`src/pkg/tmc_pkg.sv`:
```
package tmc_pkg;
  localparam logic [4:0] TMC_ADDR_BASIC_CTRL = 5'h00;
  localparam logic [4:0] TMC_ADDR_ADVERT = 5'h04;
  localparam logic [4:0] TMC_ADDR_DEV_STATUS = 5'h1c;
  localparam logic [4:0] TMC_ADDR_HUNDRED_CTRL = 5'h1d;
  localparam logic [4:0] TMC_ADDR_TEN_MEG_CTRL = 5'h1e;

  // Field positions of ten_meg_control
  localparam int TMC_BIT_HEARTBEAT = 5;
  localparam int TMC_BIT_LONG_LINE = 4;
  localparam int TMC_BIT_POL_FIX = 3;
  localparam int TMC_BIT_REF_SEL = 2;
  localparam int TMC_BIT_SERIAL = 1;
  localparam int TMC_BIT_PULSELESS = 0;
  localparam int TMC_TEN_CTRL_W = 6;
  localparam int TMC_UNUSED_W = 10;
  localparam logic [TMC_TEN_CTRL_W-1:0] TMC_TEN_CTRL_RST = 6'h00;

  // Field positions in basic control, advertisement and hundred control
  localparam int TMC_BIT_DUPLEX = 8;
  localparam int TMC_BIT_ISOLATE = 10;
  localparam int TMC_BIT_AUTONEG = 12;
  localparam int TMC_BIT_SPEED = 13;
  localparam int TMC_BIT_ADV_10FD = 6;
  localparam int TMC_BIT_ADV_10HD = 5;
  localparam int TMC_BIT_ADV_100FD = 8;
  localparam int TMC_BIT_SOFT_RST = 15;
  localparam int TMC_BIT_POL_FLAG = 6;

  // Preset word layout: {speed, autoneg, isolate, duplex, adv_100fd, adv_10fd, adv_10hd}
  localparam int TMC_PRESET_W = 7;
  localparam int TMC_CFG_SPEED = 6;
  localparam int TMC_CFG_AUTONEG = 5;
  localparam int TMC_CFG_ISOLATE = 4;
  localparam int TMC_CFG_DUPLEX = 3;
  localparam int TMC_CFG_ADV_100FD = 2;
  localparam int TMC_CFG_ADV_10FD = 1;
  localparam int TMC_CFG_ADV_10HD = 0;
  localparam logic [2:0] TMC_MODE_10HD = 3'h0;
  localparam logic [2:0] TMC_MODE_10FD = 3'h1;
  localparam logic [2:0] TMC_MODE_100HD = 3'h2;
  localparam logic [2:0] TMC_MODE_100FD = 3'h3;
  localparam logic [2:0] TMC_MODE_ADV100HD = 3'h4;
  localparam logic [2:0] TMC_MODE_ISOLATE = 3'h6;
  localparam logic [2:0] TMC_MODE_ALL = 3'h7;
  localparam logic [TMC_PRESET_W-1:0] TMC_PRE_10HD = 7'h05;
  localparam logic [TMC_PRESET_W-1:0] TMC_PRE_10FD = 7'h0f;
  localparam logic [TMC_PRESET_W-1:0] TMC_PRE_100HD = 7'h44;
  localparam logic [TMC_PRESET_W-1:0] TMC_PRE_100FD = 7'h4c;
  localparam logic [TMC_PRESET_W-1:0] TMC_PRE_ADV100HD = 7'h60;
  localparam logic [TMC_PRESET_W-1:0] TMC_PRE_ISOLATE = 7'h53;
  localparam logic [TMC_PRESET_W-1:0] TMC_PRE_ALL = 7'h67;

  typedef enum logic [1:0] {TMC_SYNC0, TMC_SYNC1, TMC_LOAD, TMC_RUN} tmc_strap_state_t;
endpackage

```
`src/verilog/tmc_ctrl.sv`:
```
`timescale 1ns/10ps
module tmc_ctrl (
  input wire logic mclk,
  input wire logic rst_n,
  input wire logic [2:0] mode_strap,
  input wire logic [4:0] mgmt_addr,
  input wire logic [15:0] mgmt_wdata,
  input wire logic mgmt_wr,
  input wire logic mgmt_rd,
  input wire logic speed_100,
  input wire logic polarity_reversed_det,
  output logic [15:0] mgmt_rdata,
  output logic heartbeat_enable,
  output logic long_line_squelch_enable,
  output logic polarity_fix_enable,
  output logic polarity_correct,
  output logic polarity_reversed_flag,
  output logic ten_mhz_reference_sel,
  output logic serial_mode_enable,
  output logic pulseless_link_mode,
  output logic duplex_full,
  output logic mii_isolate,
  output logic autoneg_enable,
  output logic speed_sel_100,
  output logic adv_10_half,
  output logic adv_10_full,
  output logic adv_100_full,
  output logic management_soft_reset,
  output logic strap_loaded
);
  // Two-stage strap synchroniser
  logic [2:0] strap_s1_reg;
  logic [2:0] strap_s2_reg;
  // Power-up sequencing and the preset latched from the straps
  tmc_pkg::tmc_strap_state_t st_reg;
  tmc_pkg::tmc_strap_state_t st_next;
  logic [tmc_pkg::TMC_PRESET_W-1:0] strap_pre_reg;
  logic [tmc_pkg::TMC_PRESET_W-1:0] strap_pre_next;
  // Live copy of the preset bits, overridden by management writes
  logic [tmc_pkg::TMC_PRESET_W-1:0] cfg_reg;
  logic [tmc_pkg::TMC_PRESET_W-1:0] cfg_next;
  // Stored ten-meg control bits, kept at either speed
  logic [tmc_pkg::TMC_TEN_CTRL_W-1:0] ten_reg;
  logic [tmc_pkg::TMC_TEN_CTRL_W-1:0] ten_next;
  // Read data holds until the next read strobe
  logic [15:0] rdata_reg;
  logic [15:0] rdata_next;
  logic soft_reg;
  logic soft_next;
  logic loaded_reg;
  logic loaded_next;
  // Registered copies of the control bits, speed-gated except reference select; bit 3 drives both polarity outputs
  logic [7:0] eff_reg;
  logic [7:0] eff_next;
  logic [tmc_pkg::TMC_PRESET_W-1:0] decoded;
  logic soft_req;

  // Straps come from pins, so they pass two flip-flops first
  // Reset value matches floating pins held by their pull-ups
  always_ff @(posedge mclk or negedge rst_n) begin
    if (!rst_n) begin
      strap_s1_reg <= 3'h7;
      strap_s2_reg <= 3'h7;
    end else begin
      strap_s1_reg <= mode_strap;
      strap_s2_reg <= strap_s1_reg;
    end
  end

  // Decode reads only the second synchroniser stage
  always_comb begin
    case (strap_s2_reg)
      tmc_pkg::TMC_MODE_10HD: decoded = tmc_pkg::TMC_PRE_10HD;
      tmc_pkg::TMC_MODE_10FD: decoded = tmc_pkg::TMC_PRE_10FD;
      tmc_pkg::TMC_MODE_100HD: decoded = tmc_pkg::TMC_PRE_100HD;
      tmc_pkg::TMC_MODE_100FD: decoded = tmc_pkg::TMC_PRE_100FD;
      tmc_pkg::TMC_MODE_ADV100HD: decoded = tmc_pkg::TMC_PRE_ADV100HD;
      tmc_pkg::TMC_MODE_ISOLATE: decoded = tmc_pkg::TMC_PRE_ISOLATE;
      // Reserved code falls back to the all-capable set so the part still links
      default: decoded = tmc_pkg::TMC_PRE_ALL;
    endcase
  end

  // Only the soft reset bit of the hundred control register is handled here
  assign soft_req = mgmt_wr && (mgmt_addr == tmc_pkg::TMC_ADDR_HUNDRED_CTRL) &&
                    mgmt_wdata[tmc_pkg::TMC_BIT_SOFT_RST];

  always_comb begin
    st_next = st_reg;
    strap_pre_next = strap_pre_reg;
    cfg_next = cfg_reg;
    ten_next = ten_reg;
    loaded_next = loaded_reg;
    soft_next = 1'b0;
    case (st_reg)
      // Two edges let the synchroniser settle before the straps are decoded
      tmc_pkg::TMC_SYNC0: st_next = tmc_pkg::TMC_SYNC1;
      tmc_pkg::TMC_SYNC1: st_next = tmc_pkg::TMC_LOAD;
      // Writes are refused until the preset has landed
      tmc_pkg::TMC_LOAD: begin
        strap_pre_next = decoded;
        cfg_next = decoded;
        loaded_next = 1'b1;
        st_next = tmc_pkg::TMC_RUN;
      end
      default: begin
        // Register writes override the strap preset
        if (mgmt_wr && mgmt_addr == tmc_pkg::TMC_ADDR_BASIC_CTRL) begin
          // Only duplex, isolate, autonegotiation and speed live here
          cfg_next[tmc_pkg::TMC_CFG_SPEED] = mgmt_wdata[tmc_pkg::TMC_BIT_SPEED];
          cfg_next[tmc_pkg::TMC_CFG_AUTONEG] = mgmt_wdata[tmc_pkg::TMC_BIT_AUTONEG];
          cfg_next[tmc_pkg::TMC_CFG_ISOLATE] = mgmt_wdata[tmc_pkg::TMC_BIT_ISOLATE];
          cfg_next[tmc_pkg::TMC_CFG_DUPLEX] = mgmt_wdata[tmc_pkg::TMC_BIT_DUPLEX];
        end
        if (mgmt_wr && mgmt_addr == tmc_pkg::TMC_ADDR_ADVERT) begin
          // Only the three ability bits live here
          cfg_next[tmc_pkg::TMC_CFG_ADV_100FD] = mgmt_wdata[tmc_pkg::TMC_BIT_ADV_100FD];
          cfg_next[tmc_pkg::TMC_CFG_ADV_10FD] = mgmt_wdata[tmc_pkg::TMC_BIT_ADV_10FD];
          cfg_next[tmc_pkg::TMC_CFG_ADV_10HD] = mgmt_wdata[tmc_pkg::TMC_BIT_ADV_10HD];
        end
        // Written regardless of speed so values survive a 100 Mbit/s spell
        if (mgmt_wr && mgmt_addr == tmc_pkg::TMC_ADDR_TEN_MEG_CTRL) begin
          ten_next = mgmt_wdata[tmc_pkg::TMC_TEN_CTRL_W-1:0];
        end
        if (soft_req) begin
          // Soft reset reloads the latched strap preset, not the live pins
          cfg_next = strap_pre_reg;
          ten_next = tmc_pkg::TMC_TEN_CTRL_RST;
          soft_next = 1'b1;
        end
      end
    endcase
  end

  // Registers 0, 4, 28 and 29 are answered elsewhere, so reads here return zero
  // A read in the cycle of a write returns the old value
  always_comb begin
    rdata_next = rdata_reg;
    if (mgmt_rd) begin
      if (mgmt_addr == tmc_pkg::TMC_ADDR_TEN_MEG_CTRL) begin
        rdata_next = {{tmc_pkg::TMC_UNUSED_W{1'b0}}, ten_reg};
      end else begin
        rdata_next = 16'h0000;
      end
    end
  end

  // Ten-meg functions other than reference select act only while running at 10 Mbit/s
  always_comb begin
    eff_next[0] = ten_reg[tmc_pkg::TMC_BIT_HEARTBEAT] && !speed_100;
    eff_next[1] = ten_reg[tmc_pkg::TMC_BIT_LONG_LINE] && !speed_100;
    eff_next[2] = ten_reg[tmc_pkg::TMC_BIT_POL_FIX] && !speed_100;
    eff_next[3] = eff_next[2] && polarity_reversed_det;
    // Reference select is not limited to 10 Mbit/s, so it stays ungated
    eff_next[4] = ten_reg[tmc_pkg::TMC_BIT_REF_SEL];
    eff_next[5] = ten_reg[tmc_pkg::TMC_BIT_SERIAL] && !speed_100;
    eff_next[6] = ten_reg[tmc_pkg::TMC_BIT_PULSELESS] && !speed_100;
    eff_next[7] = 1'b0;
  end

  // One register stage for all state but the strap synchroniser; next values come from the blocks above
  always_ff @(posedge mclk or negedge rst_n) begin
    if (!rst_n) begin
      st_reg <= tmc_pkg::TMC_SYNC0;
      strap_pre_reg <= tmc_pkg::TMC_PRE_ALL;
      cfg_reg <= tmc_pkg::TMC_PRE_ALL;
      ten_reg <= tmc_pkg::TMC_TEN_CTRL_RST;
      rdata_reg <= 16'h0000;
      soft_reg <= 1'b0;
      loaded_reg <= 1'b0;
      eff_reg <= 8'h00;
    end else begin
      st_reg <= st_next;
      strap_pre_reg <= strap_pre_next;
      cfg_reg <= cfg_next;
      ten_reg <= ten_next;
      rdata_reg <= rdata_next;
      soft_reg <= soft_next;
      loaded_reg <= loaded_next;
      eff_reg <= eff_next;
    end
  end

  // Every output is a flip-flop, so effects lag their cause by one edge; ten-meg control writes take two (ten_reg, then eff_reg)
  assign mgmt_rdata = rdata_reg;
  assign heartbeat_enable = eff_reg[0];
  assign long_line_squelch_enable = eff_reg[1];
  assign polarity_fix_enable = eff_reg[2];
  assign polarity_correct = eff_reg[3];
  // Live level; latching until read belongs to the status register
  assign polarity_reversed_flag = eff_reg[3];
  assign ten_mhz_reference_sel = eff_reg[4];
  assign serial_mode_enable = eff_reg[5];
  assign pulseless_link_mode = eff_reg[6];
  assign speed_sel_100 = cfg_reg[tmc_pkg::TMC_CFG_SPEED];
  assign autoneg_enable = cfg_reg[tmc_pkg::TMC_CFG_AUTONEG];
  assign mii_isolate = cfg_reg[tmc_pkg::TMC_CFG_ISOLATE];
  assign duplex_full = cfg_reg[tmc_pkg::TMC_CFG_DUPLEX];
  assign adv_100_full = cfg_reg[tmc_pkg::TMC_CFG_ADV_100FD];
  assign adv_10_full = cfg_reg[tmc_pkg::TMC_CFG_ADV_10FD];
  assign adv_10_half = cfg_reg[tmc_pkg::TMC_CFG_ADV_10HD];
  assign management_soft_reset = soft_reg;
  assign strap_loaded = loaded_reg;
endmodule

```
`config.mk`:
```
export PLATFORM = sky130hd
export DESIGN_NAME = tmc_ctrl
export DESIGN_NICKNAME = d
export VERILOG_FILES = /design/src/pkg/tmc_pkg.sv /design/src/verilog/tmc_ctrl.sv
export SDC_FILE = /design/constraint.sdc
export NUM_CORES = 1
export LEC_CHECK = 0
export BUFFER_PORTS_ARGS = -buffer_cell sky130_fd_sc_hd__buf_2
export CAP_MARGIN = 15
export CORE_ASPECT_RATIO = 0.6
export CORE_MARGIN = 2
export CORE_UTILIZATION = 40
export DETAILED_ROUTE_END_ITERATION = 10
export GPL_TIMING_DRIVEN = 0
export PLACE_DENSITY = 0.65
export SYNTH_ARGS = -nofsm -noshare
export SYNTH_HDL_FRONTEND = slang
export SYNTH_SLANG_ARGS = --single-unit
```
`constraint.sdc`:
```
create_clock -name mclk -period 2.3 [get_ports mclk]
set_input_delay 0.115 -clock mclk [delete_from_list [all_inputs] [get_ports mclk]]
set_output_delay 0.115 -clock mclk [all_outputs]
set_load 0.01 [all_outputs]
```
# == Word level (Yosys, flattened, before mapping) ==
# Index checks and enable logic that the tools add are counted.
# W data, S select, Z words.
# totals
register_bits,53
in_bits,30
output_inout_bits,33
# op_classes
eq_ne,10
muxes,11
bitwise_logic,2
n_reduce_logical,24
# ops
operator,n
$pmux W7 S6,1
$mux W6,3
$pmux W7 S2,1
$logic_and A1 B1 Y1,11
$eq A5 B5 Y1 const B,2
$reduce_bool A3 Y1,3
$mux W7,1
$eq A3 B2 Y1 const B,2
$eq A3 B3 Y1 const B,2
$pmux W2 S3,1
$reduce_and A2 Y1,3
$eq A5 B3 Y1 const B,1
$logic_not A5 Y1,1
$mux W4,1
$eq A3 B1 Y1 const B,1
$logic_not A3 Y1,1
$mux W3,1
$reduce_or A3 Y1,1
$eq A2 B1 Y1 const B,1
$eq A2 B2 Y1 const B,1
$logic_not A2 Y1,1
$mux W1,2
$not A1 Y1,2
$reduce_bool A2 Y1,1
2 further kinds,2

# == Longest topological paths before layout ==
# logic_depth
word_depth,5
mapped_depth,8
ltp_nobuf,6

# == Worst setup path before layout ==
# Ideal clock, no wire load.
# synth_timing
path_type,register to register
startpoint,register st_reg[0]
endpoint,register cfg_reg[1] (netlist name)
arrival_time_ns,1.655
required_time_ns,2.218
setup_slack_ns,0.562
path_stages_with_launch,7
synth_period_minus_slack_ns,1.738
path_cell_list,dfrtp_1 -> inv_1 -> ha_1 -> clkbuf_2 -> or4_1 -> o311a_1 -> mux2_4
# synth_between
elab_chain_len,4
# synth_lines
item,line,source
start: declaration,tmc_ctrl.sv:35,tmc_pkg::tmc_strap_state_t st_reg;
start signal: assignment,tmc_ctrl.sv:164,st_reg <= tmc_pkg::TMC_SYNC0;
start signal: assignment,tmc_ctrl.sv:173,st_reg <= st_next;
$eq A2 B1 Y1 or $logic_not A2 Y1 (tied branches),tmc_ctrl.sv:95,case (st_reg)
$reduce_or A2 Y1 (no source line),--,
$not A1 Y1 (no source line),--,
$reduce_and A2 Y1 (no source line),--,
end signal: assignment,tmc_ctrl.sv:166,cfg_reg <= tmc_pkg::TMC_PRE_ALL;
end signal: assignment,tmc_ctrl.sv:175,cfg_reg <= cfg_next;
end: declaration,tmc_ctrl.sv:40,logic [tmc_pkg::TMC_PRESET_W-1:0] cfg_reg;
# Several ways; a longest one is shown, not always the timed one.
# A chain may end at the register's enable or synchronous reset.

# == Final worst setup path ==
# layout_timing
startpoint,register st_reg[0]
endpoint,register cfg_reg[0] (netlist name)
# Same word-level chain as after synthesis.

==> results by group <==
STA
  • RSZ-0062 raised after global routing: false
  • Min Clock Period, post-route: 2.01 ns
  • Fin Setup TNS: 0 ns
  • Clk_skew: 0.00579 ns
  • Final worst path period share: 87.3%
  • Slew headroom: 38.9%
  • Fin. Hold Viols: 0
  • Slew Limit Fails: 0
  • Fmax: 498 MHz
  • Final setup vio count: 0
  • Worst slew pin tran: 0.916 ns
  • Setup WS post-layout: 0.291 ns

Yosys
  • Most frequent cells after synthesis: dfrtp_1 (27), dfstp_2 (16), o21ai_0 (15)
  • Number of enable flip-flop cells after synthesis: 0
  • Library cells used by synthesis: 44
  • Netlist Area Pre-Place: 1970 µm²
  • Top-area cell type share of the netlist area: 34.2%
  • Syn. warnings: 0
  • Ranking of synthesized cells by area: dfrtp_1 (34%), dfstp_2 (21%), buf_4 (4.2%)
  • Synth Flop Type: dfrtp_1
  • Syn Area/Cell: 12.0 µm²
  • Seq cells post-synth: 43
  • Synth async-reset ratio: 100%
  • Seq/Total Area, Yosys: 55.5%
  • Synth Instances: 165
  • Leading area contributor after synthesis: dfrtp_1
  • Count leader, synth: dfrtp_1

Floorplanning
  • Die area: 5530 µm²
  • Rows: 19
  • Top-Level Pins: 63
  • Die Y: 58.4 µm
  • Core ar.: 4660 µm²
  • Initial Util: 42.3%
  • Horiz. Die Dim: 94.7 µm

Drt
  • Avg WL per Cell: 13.5 µm
  • DRC Markers: 0
  • Final WL: 4010 µm
  • Number of vias per cell: 4.68
  • Via count: 1391
  • DRT Pass-1 Iters: 4
  • Initial DRC count: 32
  • Antenna viol nets, final: 0

Clock tree
  • Clk buf depth: 2
  • Post-CTS Setup Bufs: 0
  • Clock sink count: 43
  • Reg clk slew, reported paths: 0.08 ns
  • CTS buffer count: 5
  • CTS tree: yes
  • CTS Root Cell: clkbuf_8
  • H-tree depth: 2
  • Clock Latency Late Sink: 0.29 ns

Power and ir drop
  • Static leakage: 1.20 nW
  • Power per cell area: 653 nW/µm²
  • Max IR drop VDD: 0.313 mV

Global routing
  • Initial antenna violation count: 0
  • Tot GR Track Use: 15.9%
  • Vias in the first global route: 1321
  • Largest net degree at the start of global routing: 44
  • GRT overflow: 0
  • First-pass GRT wire length: 6580 µm

Place
  • Final GP Congestion: 0.812
  • DPL Wire Length: 3040 µm
  • IO Port Bufs: 48
  • Post-Place Setup Slack: 0.292 ns

Worst hold path
  • HP Class: in -> reg

Layout
  • Diode count: 0
  • Area Growth Syn to Fin: 24.2%
  • Layout cell share with drive strength beyond 1: 41.5%
  • Final #Nets: 268
  • Filler Cell Count: 430

Critical path
  • Worst Path Arrival: 2.23 ns
  • Critical-path maximum fanout: 10
  • Critical path required time: 2.52 ns
  • Worst setup EP type: flip-flop
  • CP Cell Sequence: inv_1 -> ha_1 -> clkbuf_2 -> buf_6 -> clkbuf_1 -> o221ai_1 -> mux2_1
  • Crit-path max cell delay: 0.42 ns
  • Slowest-stage cell, CP: dfrtp_1
  • Critical Path Source Type: flip-flop
  • Setup CP Type: reg -> reg

Run status
  • Status: complete, no violations

Flow run
  • Max_cap viols: 0
## stage by stage
step                utilization [%]  std cells  total power, mW  cell area, µm²  hold WS [ns]
global route                   52.6        297             1.69            2450        0.0262
finish                         52.6        297             1.60            2450        0.0281
global placement               49.9        285             1.15            2330         0.223
detailed placement             49.9        285             1.15            2330         0.221
CTS                            52.6        297             1.62            2450        0.0205
floorplan                         -        174             1.03            2010        -0.181
## report_power, final
part / switching, mW / internal (mW) / total (mW) / leakage, nW
registers: 0.0459 / 0.857 / 0.903 / 0.517
clock network: 0.250 / 0.212 / 0.462 / 0.0412
logic: 0.114 / 0.122 / 0.236 / 0.645
## cell families (layout without fill, tap and decap cells)
logic type               count (synthesis)  after routing  synth area share [%]
AO/OA/AOI/OAI                           35             35                  12.2
adder cells (fa/ha/maj)                  5              5                  3.17
buffers and inverters                   27             87                  7.67
flip-flops                              43             43                  55.5
multiplexers                            10             10                  5.96
other                                    1             10                 0.190
AND/OR/NAND/NOR                         44             44                  15.2
## critical path: cells and delay by family, from the launching register on
kind / cells / cell delay, ns
adders and majority gates: 1 / 0.15
DFF: 1 / 0.42
muxes: 1 / 0.33
AOI/OAI and AO/OA: 1 / 0.22
buffers and inverters: 4 / 0.83
## routing by layer
layer	part of all wire [%]	wire length (µm)	track usage, %	up-vias
li1	-	-	-	695
met1	55	2210	25.9	653
met2	39	1550	20.9	41
met3	5.6	223	3.84	2
met4	0.50	20	3.73	0
met5	0	0	0	-
## path summary, 6_finish.rpt
check                           startpoint         endpoint  slack (ns)  cells past startpoint
max in group asynchronous            rst_n       eff_reg[6]        1.22                      2
hold reg to reg            strap_s1_reg[1]  strap_s2_reg[1]        0.35                      0
setup / recovery                 st_reg[0]       cfg_reg[0]        0.29                      7
setup reg to reg                 st_reg[0]       cfg_reg[0]        0.29                      7
hold / removal                   speed_100       eff_reg[1]        0.03                      2
min in group asynchronous            rst_n        st_reg[0]        0.51                      2
## layout make-up
cell class                 instances  area (µm²)  share of cell area [%]
clock buffer                       6        72.6                    2.96
timing repair buffer              52         280                    11.4
tap                               63        78.8                    3.22
clock inverter                     2        12.5                   0.510
buffer                            15         106                    4.34
inverter                          12        45.0                    1.84
multi-input combinational        104         759                    31.0
sequential                        43        1100                    44.7
## cell usage in the layout, fill, tap and decap left out, types with 4 or more instances in the layout
| master | count |
|---|---|
| dfrtp_1 | 27 |
| nor2b_1 | 8 |
| nand2_1 | 11 |
| a22o_1 | 5 |
| conb_1 | 10 |
| dfstp_2 | 16 |
| mux2_1 | 5 |
| o21ai_0 | 15 |
| nor2_1 | 7 |
| buf_2 | 48 |
| dlygate4sd3_1 | 4 |
| clkbuf_8 | 5 |
| buf_4 | 11 |
| ha_1 | 5 |
| inv_1 | 12 |
## timing repair
item | in CTS | in global routing
hold endpoints to repair | 30 | 0
resized for setup | 0 | 0
hold buffers | 4 | 0
(Power assumes the default switching activity.)
